--- config.mk ---
export PLATFORM = sky130hd
export DESIGN_NAME = trigger_port_output
export DESIGN_NICKNAME = d
export VERILOG_FILES = /design/src/trig_pkg.sv /design/src/pin_sync.sv /design/src/trigger_port_output.sv
export VERILOG_INCLUDE_DIRS = /design/src
export SDC_FILE = /design/constraint.sdc
export NUM_CORES = 1
export LEC_CHECK = 0
export BUFFER_PORTS_ARGS = -buffer_cell sky130_fd_sc_hd__buf_2
export CAP_MARGIN = 20
export CORE_MARGIN = 1
export CORE_UTILIZATION = 51
export CTS_CLUSTER_DIAMETER = 40
export DETAILED_ROUTE_END_ITERATION = 6
export GPL_ROUTABILITY_DRIVEN = 0
export PLACE_DENSITY_LB_ADDON = 0.15
export REMOVE_ABC_BUFFERS = 1
export SYNTH_ARGS = -nofsm -noshare
export SYNTH_HDL_FRONTEND = slang
export SYNTH_HIERARCHICAL = 1
export SYNTH_SLANG_ARGS = --single-unit
--- constraint.sdc ---
create_clock -name hclk -period 2.6 [get_ports hclk]
set_input_delay 0.13 -clock hclk [delete_from_list [all_inputs] [get_ports hclk]]
set_output_delay 0.13 -clock hclk [all_outputs]
set_load 0.02 [all_outputs]
--- src/trig_cfg.svh ---
// register offsets, field positions and reset values for the
// trigger connector block; included by the port module and the testbench
`ifndef TRIG_CFG_SVH
`define TRIG_CFG_SVH

// register byte offsets
`define OFS_CTRL        12'h000
`define OFS_PULSE_LEN   12'h004
`define OFS_SEND        12'h008
`define OFS_STATUS      12'h00C

// control register fields
`define CTRL_DIR_BIT    0
`define CTRL_TYPE_LSB   1
`define CTRL_TYPE_MSB   2
`define CTRL_LEVEL_BIT  3

// operation condition register fields
`define STAT_PULSE_BIT  0
`define STAT_ARMED_BIT  5

// reset values
`define CTRL_RESET      32'h0000_0000
`define PULSE_LEN_RESET 32'h0000_0FA0

`endif

--- src/trig_pkg.sv ---
// types shared by the trigger connector block
// assumes trig_cfg.svh is on the include path
package trig_pkg;

    typedef enum logic [1:0]
    {
        on_acquisition_fire,
        on_armed,
        on_user_defined,
        on_reserved
    } out_type_t;

    typedef enum logic [1:0]
    {
        ph_idle,
        ph_data
    } bus_phase_t;

endpackage

--- src/pin_sync.sv ---
// three-stage synchroniser for a pin input with agreement filter
// assumes the pin is asynchronous to hclk
`timescale 1ns/10ps

module pin_sync
(
    input  wire logic hclk,
    input  wire logic hresetn,
    input  wire logic pin,
    output logic      level
);

    typedef struct packed
    {
        logic [2:0] stages;
        logic       level;
    } sync_state_t;

    sync_state_t st;
    sync_state_t next_st;

    always_comb
    begin
        next_st        = st;
        next_st.stages = {st.stages[1:0], pin};
        // first stage only feeds the second
        if (st.stages[1] == st.stages[2])
        begin
            next_st.level = st.stages[2];
        end
    end

    always_ff @(posedge hclk or negedge hresetn)
    begin
        if (!hresetn)
        begin
            st <= '0;
        end
        else
        begin
            st <= next_st;
        end
    end

    assign level = st.level;

endmodule

--- src/trigger_port_output.sv ---
// trigger connector logic: one two-way trigger port, AHB-Lite registers
// assumes one 40 MHz hclk, async active-low reset, a single bus master
//
// Operation
// - in input direction the pin goes to acquisition as external trigger.
// - in output direction the pin carries the signal of the output type.
// - on_acquisition_fire type emits a pulse each time acquisition fires while no pulse is running.
// - armed type drives high while the device is ready for a trigger.
// - ready state shows in status bit 5 and low-active on an aux pin.
// - user-defined type pulses only on send, else holds the idle level.
// - user-defined idle level is high for one, low for zero.
// - the user pulse has the polarity opposite to the idle level.
// - the user pulse lasts the programmed pulse length.
// - the send command starts the pulse at once.
//
// Chosen here: the AHB-Lite interface to the registers and the register addresses.
`timescale 1ns/10ps
`include "trig_cfg.svh"

module trigger_port_output
(
    input  wire logic                  hclk,
    input  wire logic                  hresetn,
    input  wire logic                  hsel,
    input  wire logic [11:0]           haddr,
    input  wire logic [1:0]            htrans,
    input  wire logic                  hwrite,
    input  wire logic [2:0]            hsize,
    input  wire logic [31:0]           hwdata,
    input  wire logic                  hready,
    output logic      [31:0]           hrdata,
    output logic                       hreadyout,
    output logic                       hresp,
    input  wire logic                  acq_fire,
    input  wire logic                  acq_armed,
    input  wire logic                  trig_pin_in,
    output logic                       trig_pin_out,
    output logic                       trig_pin_oe,
    output logic                       ext_trigger,
    output logic                       armed_aux_n,
    output trig_pkg::out_type_t        out_type
);
    import trig_pkg::*;

    // =========================================================
    // state
    // =========================================================
    typedef struct packed
    {
        logic        wr_pend;
        logic [11:0] wr_addr;
        logic [31:0] rdata;
        logic        dir_out;
        out_type_t   otype;
        logic        level;
        logic [31:0] pulse_len;
        logic [31:0] count;
        logic        pulse_on;
        logic        pin_out;
        logic        pin_oe;
        logic        ext_trig;
        logic        armed_n;
    } port_state_t;

    port_state_t st;
    port_state_t next_st;
    logic        pin_level;

    function automatic logic [31:0] read_mux
    (
        input logic [11:0] addr,
        input port_state_t s
    );
        logic [31:0] v;
        v = 32'h0000_0000;
        case (addr)
            `OFS_CTRL:
            begin
                v[`CTRL_DIR_BIT]                  = s.dir_out;
                v[`CTRL_TYPE_MSB:`CTRL_TYPE_LSB] = s.otype;
                v[`CTRL_LEVEL_BIT]                = s.level;
            end
            `OFS_PULSE_LEN:
            begin
                v = s.pulse_len;
            end
            `OFS_STATUS:
            begin
                v[`STAT_PULSE_BIT] = s.pulse_on;
                v[`STAT_ARMED_BIT] = acq_armed;
            end
            default:
            begin
                v = 32'h0000_0000;
            end
        endcase
        return v;
    endfunction

    pin_sync u_pin_sync
    (
        .hclk    (hclk),
        .hresetn (hresetn),
        .pin     (trig_pin_in),
        .level   (pin_level)
    );

    // =========================================================
    // next state
    // =========================================================
    always_comb
    begin
        logic start;
        logic send;
        start   = 1'b0;
        send    = 1'b0;
        next_st = st;

        // ----- bus slave, zero wait states
        next_st.wr_pend = 1'b0;
        if (st.wr_pend)
        begin
            case (st.wr_addr)
                `OFS_CTRL:
                begin
                    next_st.dir_out = hwdata[`CTRL_DIR_BIT];
                    next_st.otype   =
                        out_type_t'(hwdata[`CTRL_TYPE_MSB:`CTRL_TYPE_LSB]);
                    next_st.level   = hwdata[`CTRL_LEVEL_BIT];
                end
                `OFS_PULSE_LEN:
                begin
                    next_st.pulse_len = hwdata;
                end
                `OFS_SEND:
                begin
                    send = hwdata[0];
                end
                default:
                begin
                end
            endcase
        end
        if (hsel && hready && htrans[1])
        begin
            next_st.wr_pend = hwrite;
            next_st.wr_addr = haddr;
            next_st.rdata   = read_mux(haddr, st);
        end

        // ----- input direction feeds acquisition
        next_st.ext_trig = !st.dir_out && pin_level;

        // ----- pulse timer
        if (st.otype == on_acquisition_fire)
        begin
            start = acq_fire;
        end
        else if (st.otype == on_user_defined)
        begin
            start = send;
        end
        if (st.pulse_on)
        begin
            // a new start during the pulse is dropped
            if (st.count <= 32'h0000_0001)
            begin
                next_st.pulse_on = 1'b0;
            end
            next_st.count = st.count - 32'h0000_0001;
        end
        else if (start && st.pulse_len != 32'h0000_0000)
        begin
            next_st.pulse_on = 1'b1;
            next_st.count    = st.pulse_len;
        end
        if (st.otype == on_armed || st.otype == on_reserved)
        begin
            next_st.pulse_on = 1'b0;
        end

        // ----- pin drive
        next_st.pin_oe = st.dir_out;
        case (st.otype)
            on_acquisition_fire:
            begin
                next_st.pin_out = next_st.pulse_on;
            end
            on_armed:
            begin
                next_st.pin_out = acq_armed;
            end
            on_user_defined:
            begin
                // idle level, inverted while pulsing
                next_st.pin_out = st.level ^ next_st.pulse_on;
            end
            default:
            begin
                next_st.pin_out = 1'b0;
            end
        endcase
        if (!st.dir_out)
        begin
            next_st.pin_out = 1'b0;
        end
        next_st.armed_n = !acq_armed;
    end

    always_ff @(posedge hclk or negedge hresetn)
    begin
        if (!hresetn)
        begin
            st           <= '0;
            st.otype     <= on_acquisition_fire;
            st.pulse_len <= `PULSE_LEN_RESET;
            st.armed_n   <= 1'b1;
        end
        else
        begin
            st <= next_st;
        end
    end

    // =========================================================
    // outputs from flip-flops, bus ready and response tied to constants
    // =========================================================
    assign hrdata       = st.rdata;
    assign hreadyout    = 1'b1;
    assign hresp        = 1'b0;
    assign trig_pin_out = st.pin_out;
    assign trig_pin_oe  = st.pin_oe;
    assign ext_trigger  = st.ext_trig;
    assign armed_aux_n  = st.armed_n;
    assign out_type     = st.otype;

endmodule

Yosys cells after proc, flatten, opt, wreduce, memory -nomap -nowiden
Index checks and enable logic that the tools add are counted.
{"block": "totals", "ff_bits": 122, "inputBits": 57, "out_inout_bits": 40}
{"block": "op_classes", "addsub": 1, "n_lt_le_gt_ge": 1, "eq_ne": 8, "mux": 16, "bitwise": 1, "n_reduce_logical": 14}
{"cell": "33-bit two-way mux", "count": 2}
{"cell": "45-bit two-way mux", "count": 1}
{"cell": "32-bit by 1-bit less-or-equal comparator with 1-bit output, second input constant", "count": 1}
{"cell": "32-bit nonzero test", "count": 1}
{"cell": "32-bit by 1-bit subtractor with 32-bit output, second input constant", "count": 1}
{"cell": "26-bit two-way mux", "count": 1}
{"cell": "12-bit by 3-bit == test with 1-bit output, second input constant", "count": 2}
{"cell": "12-bit by 4-bit == test with 1-bit output, second input constant", "count": 2}
{"cell": "12-bit zero test", "count": 2}
{"cell": "1-bit two-way mux", "count": 8}
{"cell": "1-bit one-hot mux with 3 select lines", "count": 2}
{"cell": "3-bit one-hot mux with 2 select lines", "count": 1}
{"cell": "2-bit == test, second input constant", "count": 2}
{"cell": "1-bit logical AND", "count": 4}
{"cell": "2-bit AND reduction", "count": 2}
{"cell": "2-bit by 1-bit == test with 1-bit output, second input constant", "count": 1}
{"cell": "1-bit zero test", "count": 2}
{"cell": "2-bit zero test", "count": 1}
{"cell": "1-bit one-hot mux with 2 select lines", "count": 1}
{"cell": "2-bit nonzero test", "count": 1}
{"cell": "1-bit == test", "count": 1}
{"cell": "1-bit logical OR", "count": 1}
{"cell": "1-bit XOR", "count": 1}

Depth between registers and ports, before layout
Gate-level depths: netlist of the first run.
{"block": "logic_depth", "depth_word": 12, "ltp_mapped": 8, "ltp_nobuf": 7}

Modules after synthesis
Netlist of the first run, hierarchy kept.
{"mod": "trigger_port_output", "instances": 1, "cells_each": 540, "area_each_um2": 5861.9, "seq_area_each_um2": 2961.6}
{"mod": "pin_sync", "instances": 1, "cells_each": 5, "area_each_um2": 111.4, "seq_area_each_um2": 100.1}

Worst setup path before layout of the first run
Ideal clock, no wire load.
{"block": "synth_timing", "path_kind": "reg-to-reg", "startpoint": "reg st[24] (netlist name)", "endpoint": "reg st[33] (netlist name)", "setup_time_ps": 82, "t_arrival_ps": 2331, "setup_slack_ps": 187, "stages_incl_launch_ff": 7, "period_less_slack_ps": 2413, "path_cell_list": "dfrtp_1 or4_4 or4_1 clkbuf_2 or4_1 and3_1 a31oi_1"}
{"block": "synth_via", "elab_chain_len": 2}
{"element": "from (decl)", "line": "trigger_port_output.sv:65", "rtl": "port_state_t st;"}
{"element": "from (signal assigned)", "line": "trigger_port_output.sv:221", "rtl": "st <= next_st;"}
{"element": "32-bit by 1-bit subtractor with 32-bit output", "line": "trigger_port_output.sv:170", "rtl": "next_st.count = st.count - 32'h0000_0001;"}
{"element": "33-bit two-way mux", "line": "trigger_port_output.sv:163", "rtl": "if (st.pulse_on)"}
No other way between the ends.
A chain may end at the register's enable or synchronous reset.

Worst setup path after layout of the first run
Ends and elaborated chain as after synthesis.

==> results.yml, run 1 <==
cells_and_area:
  drive_above_1_share_pct: 32.2
  multiInputGateArea_um2: 2500
  areaGrowthSynthToFinish_pct: 25.9
  final_nets: 717
  final_cells: 814
  fill_cells: 878
  design_area_um2: 7520
  ff_latch_area_um2: 3060
  utilization_pct: 65.9
  insertedDiodeCount: 0
placed_design:
  portBuffers: 90
  placed_cells: 736
  place_area_um2: 6440
  dp_hpwl_um: 10100
floorplan:
  ios: 97
  core_um2: 11400
  initial_utilization_pct: 52.3
  fp.dieH_um: 110
  die_x_um: 110
  dieArea_um2: 12100
  rows: 39
cts:
  cts_sinks: 122
  clock_tree.buffer_depth: 2
  cts_tree: "yes"
  cts.clk_slew.worst_paths_ns: 0.06
  numCtsBuffers: 17
  root_buffer: "clkbuf_16"
  htree_levels: 4
  clk_latency_ns: 0.42
route:
  vias: 5041
  wirelength_um: 16200
  wl_met3_um: 992
  vias_per_cell: 6.19
  postRouteAntennaNets: 0
  wl_per_cell_um: 19.9
  drtPass1Iterations: 5
  drc: 0
  dr.max_layer_used: "met4"
  drtIter0Drc: 362
  met1Wirelength_um: 7320
  wl_met2_um: 7430
timing:
  hold_slack_ns: 0.0712
  fmax_mhz: 404
  setup_viol: 0
  slew_violations: 0
  max-slew-margin-rel_pct: 50.4
  min_period_ns: 2.47
  worst_slew_pin_slew_ns: 0.743
  rsz0062_at_grt: "false"
  hold_violations: 0
  fin_crit_sh_pct: 95.2
  fin_worst_skew_ns: 0.00907
worst_hold_path:
  min_path_type: "in2reg"
  hold_depth: 2
critical_path:
  r2r_cells: 5
  crit_start: "st[24]"
  timing.rr.start: "st[24]"
  r2r_slack_ns: 0.13
  path_class: "reg2reg"
  end_kind: "flip-flop"
  critPathArrivalTime_ns: 2.81
  cp_max_fo: 7
  critPathLaunchType: "flip-flop"
  required_ns: 2.94
  r2r-end: "st[33]"
  crit_end: "st[33]"
run:
  timing.max_cap.violations: 0
global_route:
  grt_pass1_wl_um: 25800
  gr-total-overflow: 0
  track_usage_pct: 28.6
  grt_pass1_vias: 4944
  antenna_found_initial: 0
  grt_max_degree: 58
logic_synthesis:
  ys_ff_latch: 122
  synth-seq-area-share_pct: 51.3
  yosys.area.top_type: "dfrtp_1"
  synth_edf_count: 0
  synthTopCellsByArea: "dfrtp_1 (48%), mux2_2 (9.0%), buf_4 (4.5%)"
  synth_cell_type_count: 57
  syn_inst: 545
  synth_top_area_share_pct: 48.2
  syn_area_um2: 5970
  yosysWarnings: 6
  synth_area_per_cell_um2: 11.0
  synthArstFlopShare_pct: 100
  synth_ff_type: "dfrtp_1"
power:
  ir_drop_mv: 0.657
  p_leak_nw: 3.42
  power_w: 0.00615
  p_per_area_nw_per_um2: 817
status:
  status: "finished, final reports clean"
## cell type report
cell class                 instances  area share [%]
tap                              143            2.38
clock buffer                      21            6.12
clock inverter                    11            1.95
sequential                       122            40.7
inverter                          17           0.849
timing repair buffer             159            14.8
multi-input combinational        341            33.2
## per-layer routing
| layer | vias to the layer above | GRT usage (%) |
|---|---|---|
| li1 | 2267 | - |
| met1 | 2550 | 39.0 |
| met2 | 195 | 44.0 |
| met3 | 29 | 6.00 |
| met4 | 0 | 13.5 |
| met5 | - | 0 |
## timing repair
action,in CTS,in global routing
resized for setup,0,2
endpoints found under the hold margin,97,0
endpoints found under the setup margin,0,2
hold buffers,46,0
buffers inserted,0,0
## cells in the mapped netlist (all sizes together), types with 6 or more instances
cell    instances
a22o           27
a31oi          14
buf            37
clkbuf         28
dfrtp         115
dfstp           7
inv            16
mux2           48
nand2          22
nand3          25
nand4          14
nor2           16
nor3           19
nor4           24
o211ai          6
o21ai          25
o311ai          9
o31a            7
or4             9
xnor2           6
## worst min path at each step
stage               startpoint          endpoint  slack [ns]
global route          haddr[3]           st[108]        0.09
CTS                   haddr[3]           st[108]        0.06
finish                haddr[3]           st[108]        0.07
detailed placement     hresetn  u_pin_sync/st[3]        0.23
floorplan              hresetn       ext_trigger       -0.17
global placement       hresetn       ext_trigger        0.22
## stage by stage
stage / TNS, ns / worst slack (ns)
global placement: 0 / 0.128
finish: 0 / 0.125
floorplan: -70.58 / -1.20
global route: 0 / 0.0805
CTS: 0 / 0.0510
detailed placement: 0 / 0.0581
## cells by family after synthesis
| group | after synthesis | synth area share [%] |
|---|---|---|
| AND/OR/NAND/NOR | 158 | 14.9 |
| flip-flops | 122 | 51.3 |
| AO/OA/AOI/OAI | 115 | 14.3 |
| buffers and inverters | 82 | 7.44 |
| multiplexers | 53 | 9.89 |
| XOR/XNOR | 10 | 1.47 |
| adder cells (fa/ha/maj) | 3 | 0.607 |
| other | 2 | 0.126 |
## report_power, final
part           leakage [nW]  internal [W]  switching [W]
clock                 0.293       0.00155       0.000857
sequential             1.58       0.00215       0.000268
combinational          1.55      0.000574       0.000746
total                  3.42       0.00428        0.00187
## layout by cell type, fill, tap and decap left out, types with 14 or more instances in the layout
cell,count
nand3_1,24
clkbuf_16,17
nor4_1,21
nand4_1,14
buf_2,89
nand2_1,22
nor2_1,16
buf_4,22
inv_1,16
dlygate4sd3_1,46
o21ai_0,25
mux2_2,48
nor3_1,19
a31oi_1,14
a22o_1,27
dfrtp_1,115
## sequential cells by signal, indices dropped and copies added (netlist names)
signal	flops
armed_aux_n	1
st	79
next_st	1
ext_trigger	1
u_pin_sync/next_st	2
trig_pin_oe	1
trig_pin_out	1
out_type	2
u_pin_sync/st	1
u_pin_sync/level	1
hrdata	32
## critical path, stage by stage, from the launching register on
cell     delay [ns]
dfrtp_1        0.42
or4_4          0.55
or4_4          0.58
or4_1          0.51
and3_1         0.19
a31oi_1        0.14
Power figures use the tool's default switching activity.
==> inputs of run 2 (changes only) <==
--- a/config.mk
+++ b/config.mk
@@ -17,5 +17,4 @@
 export REMOVE_ABC_BUFFERS = 1
 export SYNTH_ARGS = -nofsm -noshare
 export SYNTH_HDL_FRONTEND = slang
-export SYNTH_HIERARCHICAL = 1
 export SYNTH_SLANG_ARGS = --single-unit
==> results.yml, run 2 <==
cts:
  htree_levels: 4
  cts_sinks: 122
  root_buffer: "clkbuf_16"
  numCtsBuffers: 17
  cts.clk_slew.worst_paths_ns: 0.05
  post_cts_buffers: 0
  clock_tree.buffer_depth: 2
  clk_latency_ns: 0.41
  cts_tree: "yes"
floorplan:
  ios: 97
  die_x_um: 109
  initial_utilization_pct: 53.2
  dieArea_um2: 11900
  core_um2: 11000
  rows: 38
  fp.dieH_um: 109
timing:
  rsz0062_at_grt: "false"
  fin_crit_sh_pct: 92.0
  slew_violations: 0
  hold_violations: 0
  max-slew-margin-rel_pct: 56.5
  finalWorstSetupSlack_ns: 0.207
  worst_slew_pin_slew_ns: 0.652
  fin_worst_skew_ns: 0.00634
  setup_viol: 0
  min_period_ns: 2.39
  tns_ns: 0
  fmax_mhz: 418
logic_synthesis:
  synth_cell_type_count: 49
  syn_inst: 485
  synthTopCellsByArea: "dfrtp_1 (49%), mux2_2 (8.9%), mux2i_1 (8.7%)"
  synth_area_per_cell_um2: 12.0
  ys_ff_latch: 122
  synth_top_area_share_pct: 49.3
  synth_edf_count: 0
  yosysWarnings: 0
  synth.most_common_cell: "dfrtp_1"
  yosys.area.top_type: "dfrtp_1"
  synthArstFlopShare_pct: 100
  ys_top_cells_by_count: "dfrtp_1 (115), mux2i_1 (51), mux2_2 (46), buf_4 (37), a22o_1 (27)"
  synth-seq-area-share_pct: 52.4
  synth_ff_type: "dfrtp_1"
  syn_area_um2: 5840
global_route:
  track_usage_pct: 24.5
  grt_pass1_vias: 4368
  antenna_found_initial: 0
  grt_max_degree: 50
  gr-total-overflow: 0
  grt_pass1_wl_um: 21800
power:
  clkPwrFrac_pct: 37.6
  p_switching_w: 0.00166
  combPwrFrac_pct: 16.9
  ir_drop_mv: 0.537
  switching_share_pct: 28.5
  intPower_w: 0.00417
  p_per_area_nw_per_um2: 805
  seqPwrFrac_pct: 45.5
  p_leak_nw: 3.33
critical_path:
  crit_family: "simple AND/OR/NAND/NOR gates"
  crit_chain: "nor4_1 -> nand4_1 -> o22a_1 -> buf_4 -> mux2i_1 -> o21ai_0"
  crit_end: "st[16]"
  timing.rr.start: "st[66]"
  path_buf_inv: 1
  required_ns: 2.88
  slowest_delay_ns: 0.54
  cp_max_fo: 11
  end_kind: "flip-flop"
  critPathLaunchType: "flip-flop"
  r2r_cells: 6
  r2r_slack_ns: 0.21
  critPathArrivalTime_ns: 2.67
  slowest_stage: "nor4_1"
  path_class: "reg2reg"
  crit_start: "st[66]"
  path_depth: 6
  r2r-end: "st[16]"
cells_and_area:
  insertedDiodeCount: 0
  final_cell_mix: "dfrtp_1 (115), buf_2 (89), mux2i_1 (51)"
  design_area_um2: 7230
  largest_reg_flops: 79
  final_nets: 656
  areaGrowthSynthToFinish_pct: 23.9
  top_register: "st"
  drive_above_1_share_pct: 31.5
  final_cells: 750
  layout_commonest_cell: "dfrtp_1"
placed_design:
  portBuffers: 90
  place_area_um2: 6210
  dp_hpwl_um: 8670
  post-place-ws_ns: 0.227
  placed_cells: 672
route:
  wirelength_um: 13000
  wl_per_cell_um: 17.4
  drtIter0Drc: 174
  postRouteAntennaNets: 0
  vias_per_cell: 5.64
  drc: 0
  drtPass1Iterations: 4
  vias: 4228
worst_hold_path:
  min_path_type: "in2reg"
  hold_depth: 2
run:
  timing.max_cap.violations: 0
status:
  status: "finished, final reports clean"
-- run 2: metal layers --
metal / GRT usage (%) / wire, um / part of all wire [%] / vias up
li1: - / - / - / 1962
met1: 30.5 / 5730 / 44 / 2145
met2: 40.1 / 6600 / 51 / 97
met3: 6.28 / 463 / 3.6 / 24
met4: 10.5 / 240 / 1.8 / 0
met5: 0 / 0 / 0 / -
-- run 2: what timing repair did --
action                                 in CTS  in global routing
resized for setup                           0                  0
hold buffers                               46                  0
endpoints found under the hold margin      94                  0
-- run 2: stage by stage --
step | util (%) | hold slack (ns) | total power [W]
2_1_floorplan | - | -0.166 | 0.00326
3_3_place_gp | 56.6 | 0.179 | 0.00352
3_5_place_dp | 56.6 | 0.185 | 0.00360
4_1_cts | 65.9 | 0.0214 | 0.00587
5_1_grt | 65.9 | 0.0430 | 0.00615
6_report | 65.9 | 0.0330 | 0.00583
-- run 2: how the worst min path moves through the flow --
stage	startpoint	endpoint	slack [ns]
6_report	haddr[3]	st[108]	0.03
5_1_grt	haddr[3]	st[108]	0.04
4_1_cts	haddr[3]	st[108]	0.02
3_5_place_dp	hresetn	ext_trigger	0.19
3_3_place_gp	hresetn	ext_trigger	0.18
2_1_floorplan	hresetn	ext_trigger	-0.17
-- run 2: logic make-up (layout without fill, tap and decap cells) --
logic type,count (synthesis),after routing,share of synthesized area [%]
flip-flops,122,122,52.4
AND/OR/NAND/NOR,112,112,11.4
multiplexers,97,97,17.6
AO/OA/AOI/OAI,64,64,7.80
buffers and inverters,63,188,6.75
XOR/XNOR,22,22,3.30
adder cells (fa/ha/maj),3,3,0.600
other,2,2,0.129
-- run 2: worst reg2reg max path: cells and delay by family, from the launching register on --
family	cells	cell delay [ns]
flops	1	0.41
buf+inv	1	0.30
compound gates	2	0.60
simple gates	2	0.79
mux	1	0.15
-- run 2: final cells by class --
cell class / count / area, um2
Sequential cell: 122 / 3060
Clock buffer: 31 / 558
Clock inverter: 1 / 5.00
Timing Repair Buffer: 148 / 1020
Inverter: 8 / 30.0
Fill cell: 861 / 3750
Multi-Input combinational cell: 300 / 2390
Tap cell: 140 / 175
-- run 2: power by group through the flow --
stage / Clock, W / Sequential [W] / Combinational, W
after CTS: 0.00223 / 0.00265 / 0.000997
after detailed placement: 0 / 0.00267 / 0.000937
after global routing: 0.00233 / 0.00271 / 0.00112
final: 0.00219 / 0.00265 / 0.000983
after floorplan: 0 / 0.00258 / 0.000680
after global placement: 0 / 0.00264 / 0.000878
==> inputs of run 3 (changes only) <==
==> constraint.sdc (replaced) <==
create_clock -name hclk -period 2.01 [get_ports hclk]
set_input_delay 0.1005 -clock hclk [delete_from_list [all_inputs] [get_ports hclk]]
set_output_delay 0.1005 -clock hclk [all_outputs]
set_load 0.02 [all_outputs]
==> results.yml, run 3 (synthesized netlist as in run 2, its figures left out) <==
status:
  status: "finished, final reports clean"
worst_hold_path:
  min_path_type: "in2reg"
  hp-start: "haddr[2]"
  hold_depth: 3
  hold_end: "hrdata[5]"
cts:
  root_buffer: "clkbuf_16"
  cts.clk_slew.worst_paths_ns: 0.05
  cts_sinks: 122
  clock_tree.buffer_depth: 2
  clk_latency_ns: 0.42
  cts_tree: "yes"
  htree_levels: 4
  numCtsBuffers: 17
critical_path:
  path_buf_inv: 1
  r2r_slack_ns: 0.05
  r2r-end: "st[5]"
  critPathLaunchType: "flip-flop"
  path_class: "reg2reg"
  crit_chain: "nor4_1 -> nand4_1 -> o22a_2 -> buf_12 -> mux2i_2 -> mux2i_1"
  crit_start: "st[62]"
  r2r_cells: 6
  slowest_delay_ns: 0.42
  timing.rr.start: "st[62]"
  cp_max_fo: 13
  end_kind: "flip-flop"
  critPathArrivalTime_ns: 2.24
  slowest_stage: "nor4_1"
  crit_family: "simple AND/OR/NAND/NOR gates"
  required_ns: 2.29
timing:
  fin_worst_skew_ns: 0.00555
  hold_violations: 0
  setup_viol: 0
  hold_slack_ns: 0.112
  worst_slew_pin_slew_ns: 0.564
  max-slew-margin-rel_pct: 62.4
  min_period_ns: 1.96
  tns_ns: 0
  finalWorstSetupSlack_ns: 0.0457
  slew_violations: 0
  fin_crit_sh_pct: 97.7
  fmax_mhz: 509
  rsz0062_at_grt: "true"
global_route:
  grt_max_degree: 50
  grt_pass1_vias: 4521
  track_usage_pct: 25.3
  antenna_found_initial: 0
  gr-total-overflow: 0
  grt_pass1_wl_um: 22400
route:
  drc: 0
  postRouteAntennaNets: 0
  vias: 4391
  wirelength_um: 13600
  drtPass1Iterations: 4
  drtIter0Drc: 213
  vias_per_cell: 5.54
  wl_per_cell_um: 17.2
power:
  clkPwrFrac_pct: 38.8
  switching_share_pct: 28.0
  p_leak_nw: 3.59
  combPwrFrac_pct: 20.1
  p_per_area_nw_per_um2: 1060
  p_switching_w: 0.00229
  power_w: 0.00820
  ir_drop_mv: 0.692
  seqPwrFrac_pct: 41.2
  intPower_w: 0.00590
cells_and_area:
  largest_reg_flops: 79
  final_nets: 698
  insertedDiodeCount: 0
  layout_commonest_cell: "dfrtp_1"
  final_cell_mix: "dfrtp_1 (115), buf_2 (89), mux2i_1 (50)"
  areaGrowthSynthToFinish_pct: 32.8
  top_register: "st"
  drive_above_1_share_pct: 38.7
  design_area_um2: 7750
floorplan:
  core_um2: 11000
  ios: 97
  initial_utilization_pct: 53.2
  fp.dieH_um: 109
  dieArea_um2: 11900
  die_x_um: 109
  rows: 38
placed_design:
  place_area_um2: 6550
  dp_hpwl_um: 8810
  portBuffers: 90
  post-place-ws_ns: -0.0363
run:
  timing.max_cap.violations: 0
[run 3: worst max-delay path by stage]
stage,to,slack [ns],cells past startpoint
floorplan,hrdata[10],-0.56,4
global route,st[24],-0.05,6
global placement,st[24],0.06,6
detailed placement,st[27],-0.04,7
finish,st[5],0.05,6
CTS,st[5],0.005,7
[run 3: timing repair]
| action | 4_1_cts | 5_1_grt |
|---|---|---|
| hold buffers | 47 | 0 |
| setup buffers | 1 | 0 |
| endpoints found under the hold margin | 87 | 0 |
| resized for setup | 3 | 19 |
| endpoints found under the setup margin | 7 | 40 |
| pin swaps | 1 | 5 |
[run 3: metal layers]
| metal | vias up | routed length, um | global-route usage (%) |
|---|---|---|---|
| met4 | 0 | 340 | 10.7 |
| met5 | - | 0 | 0 |
| met2 | 105 | 6840 | 42.0 |
| met1 | 2223 | 5900 | 32.1 |
| li1 | 2034 | - | - |
| met3 | 29 | 512 | 4.90 |
[run 3: cell type report]
class,count,area [um2]
Fill cell,787,3230
Sequential cell,122,3060
Multi-Input combinational cell,300,2470
Timing Repair Buffer,190,1390
Clock buffer,25,515
Tap cell,140,175
Clock inverter,7,110
Inverter,8,30.0
[run 3: stage by stage]
stage          instances  util [%]
2_1_floorplan        430         -
3_3_place_gp         712      59.6
3_5_place_dp         712      59.6
4_1_cts              792      69.8
5_1_grt              792      70.6
6_report             792      70.6
[run 3: tightest hold or removal path: stages]
cell and delay (ns):
buf_2 0.16, inv_1 0.13, o41ai_1 0.10
[run 3: power by group through the flow]
stage	Combinational [W]	Clock, W	Sequential, W
after global routing	0.00184	0.00334	0.00343
after detailed placement	0.00153	0	0.00334
after CTS	0.00163	0.00322	0.00332
after global placement	0.00145	0	0.00331
after floorplan	0.000880	0	0.00333
final	0.00165	0.00318	0.00337
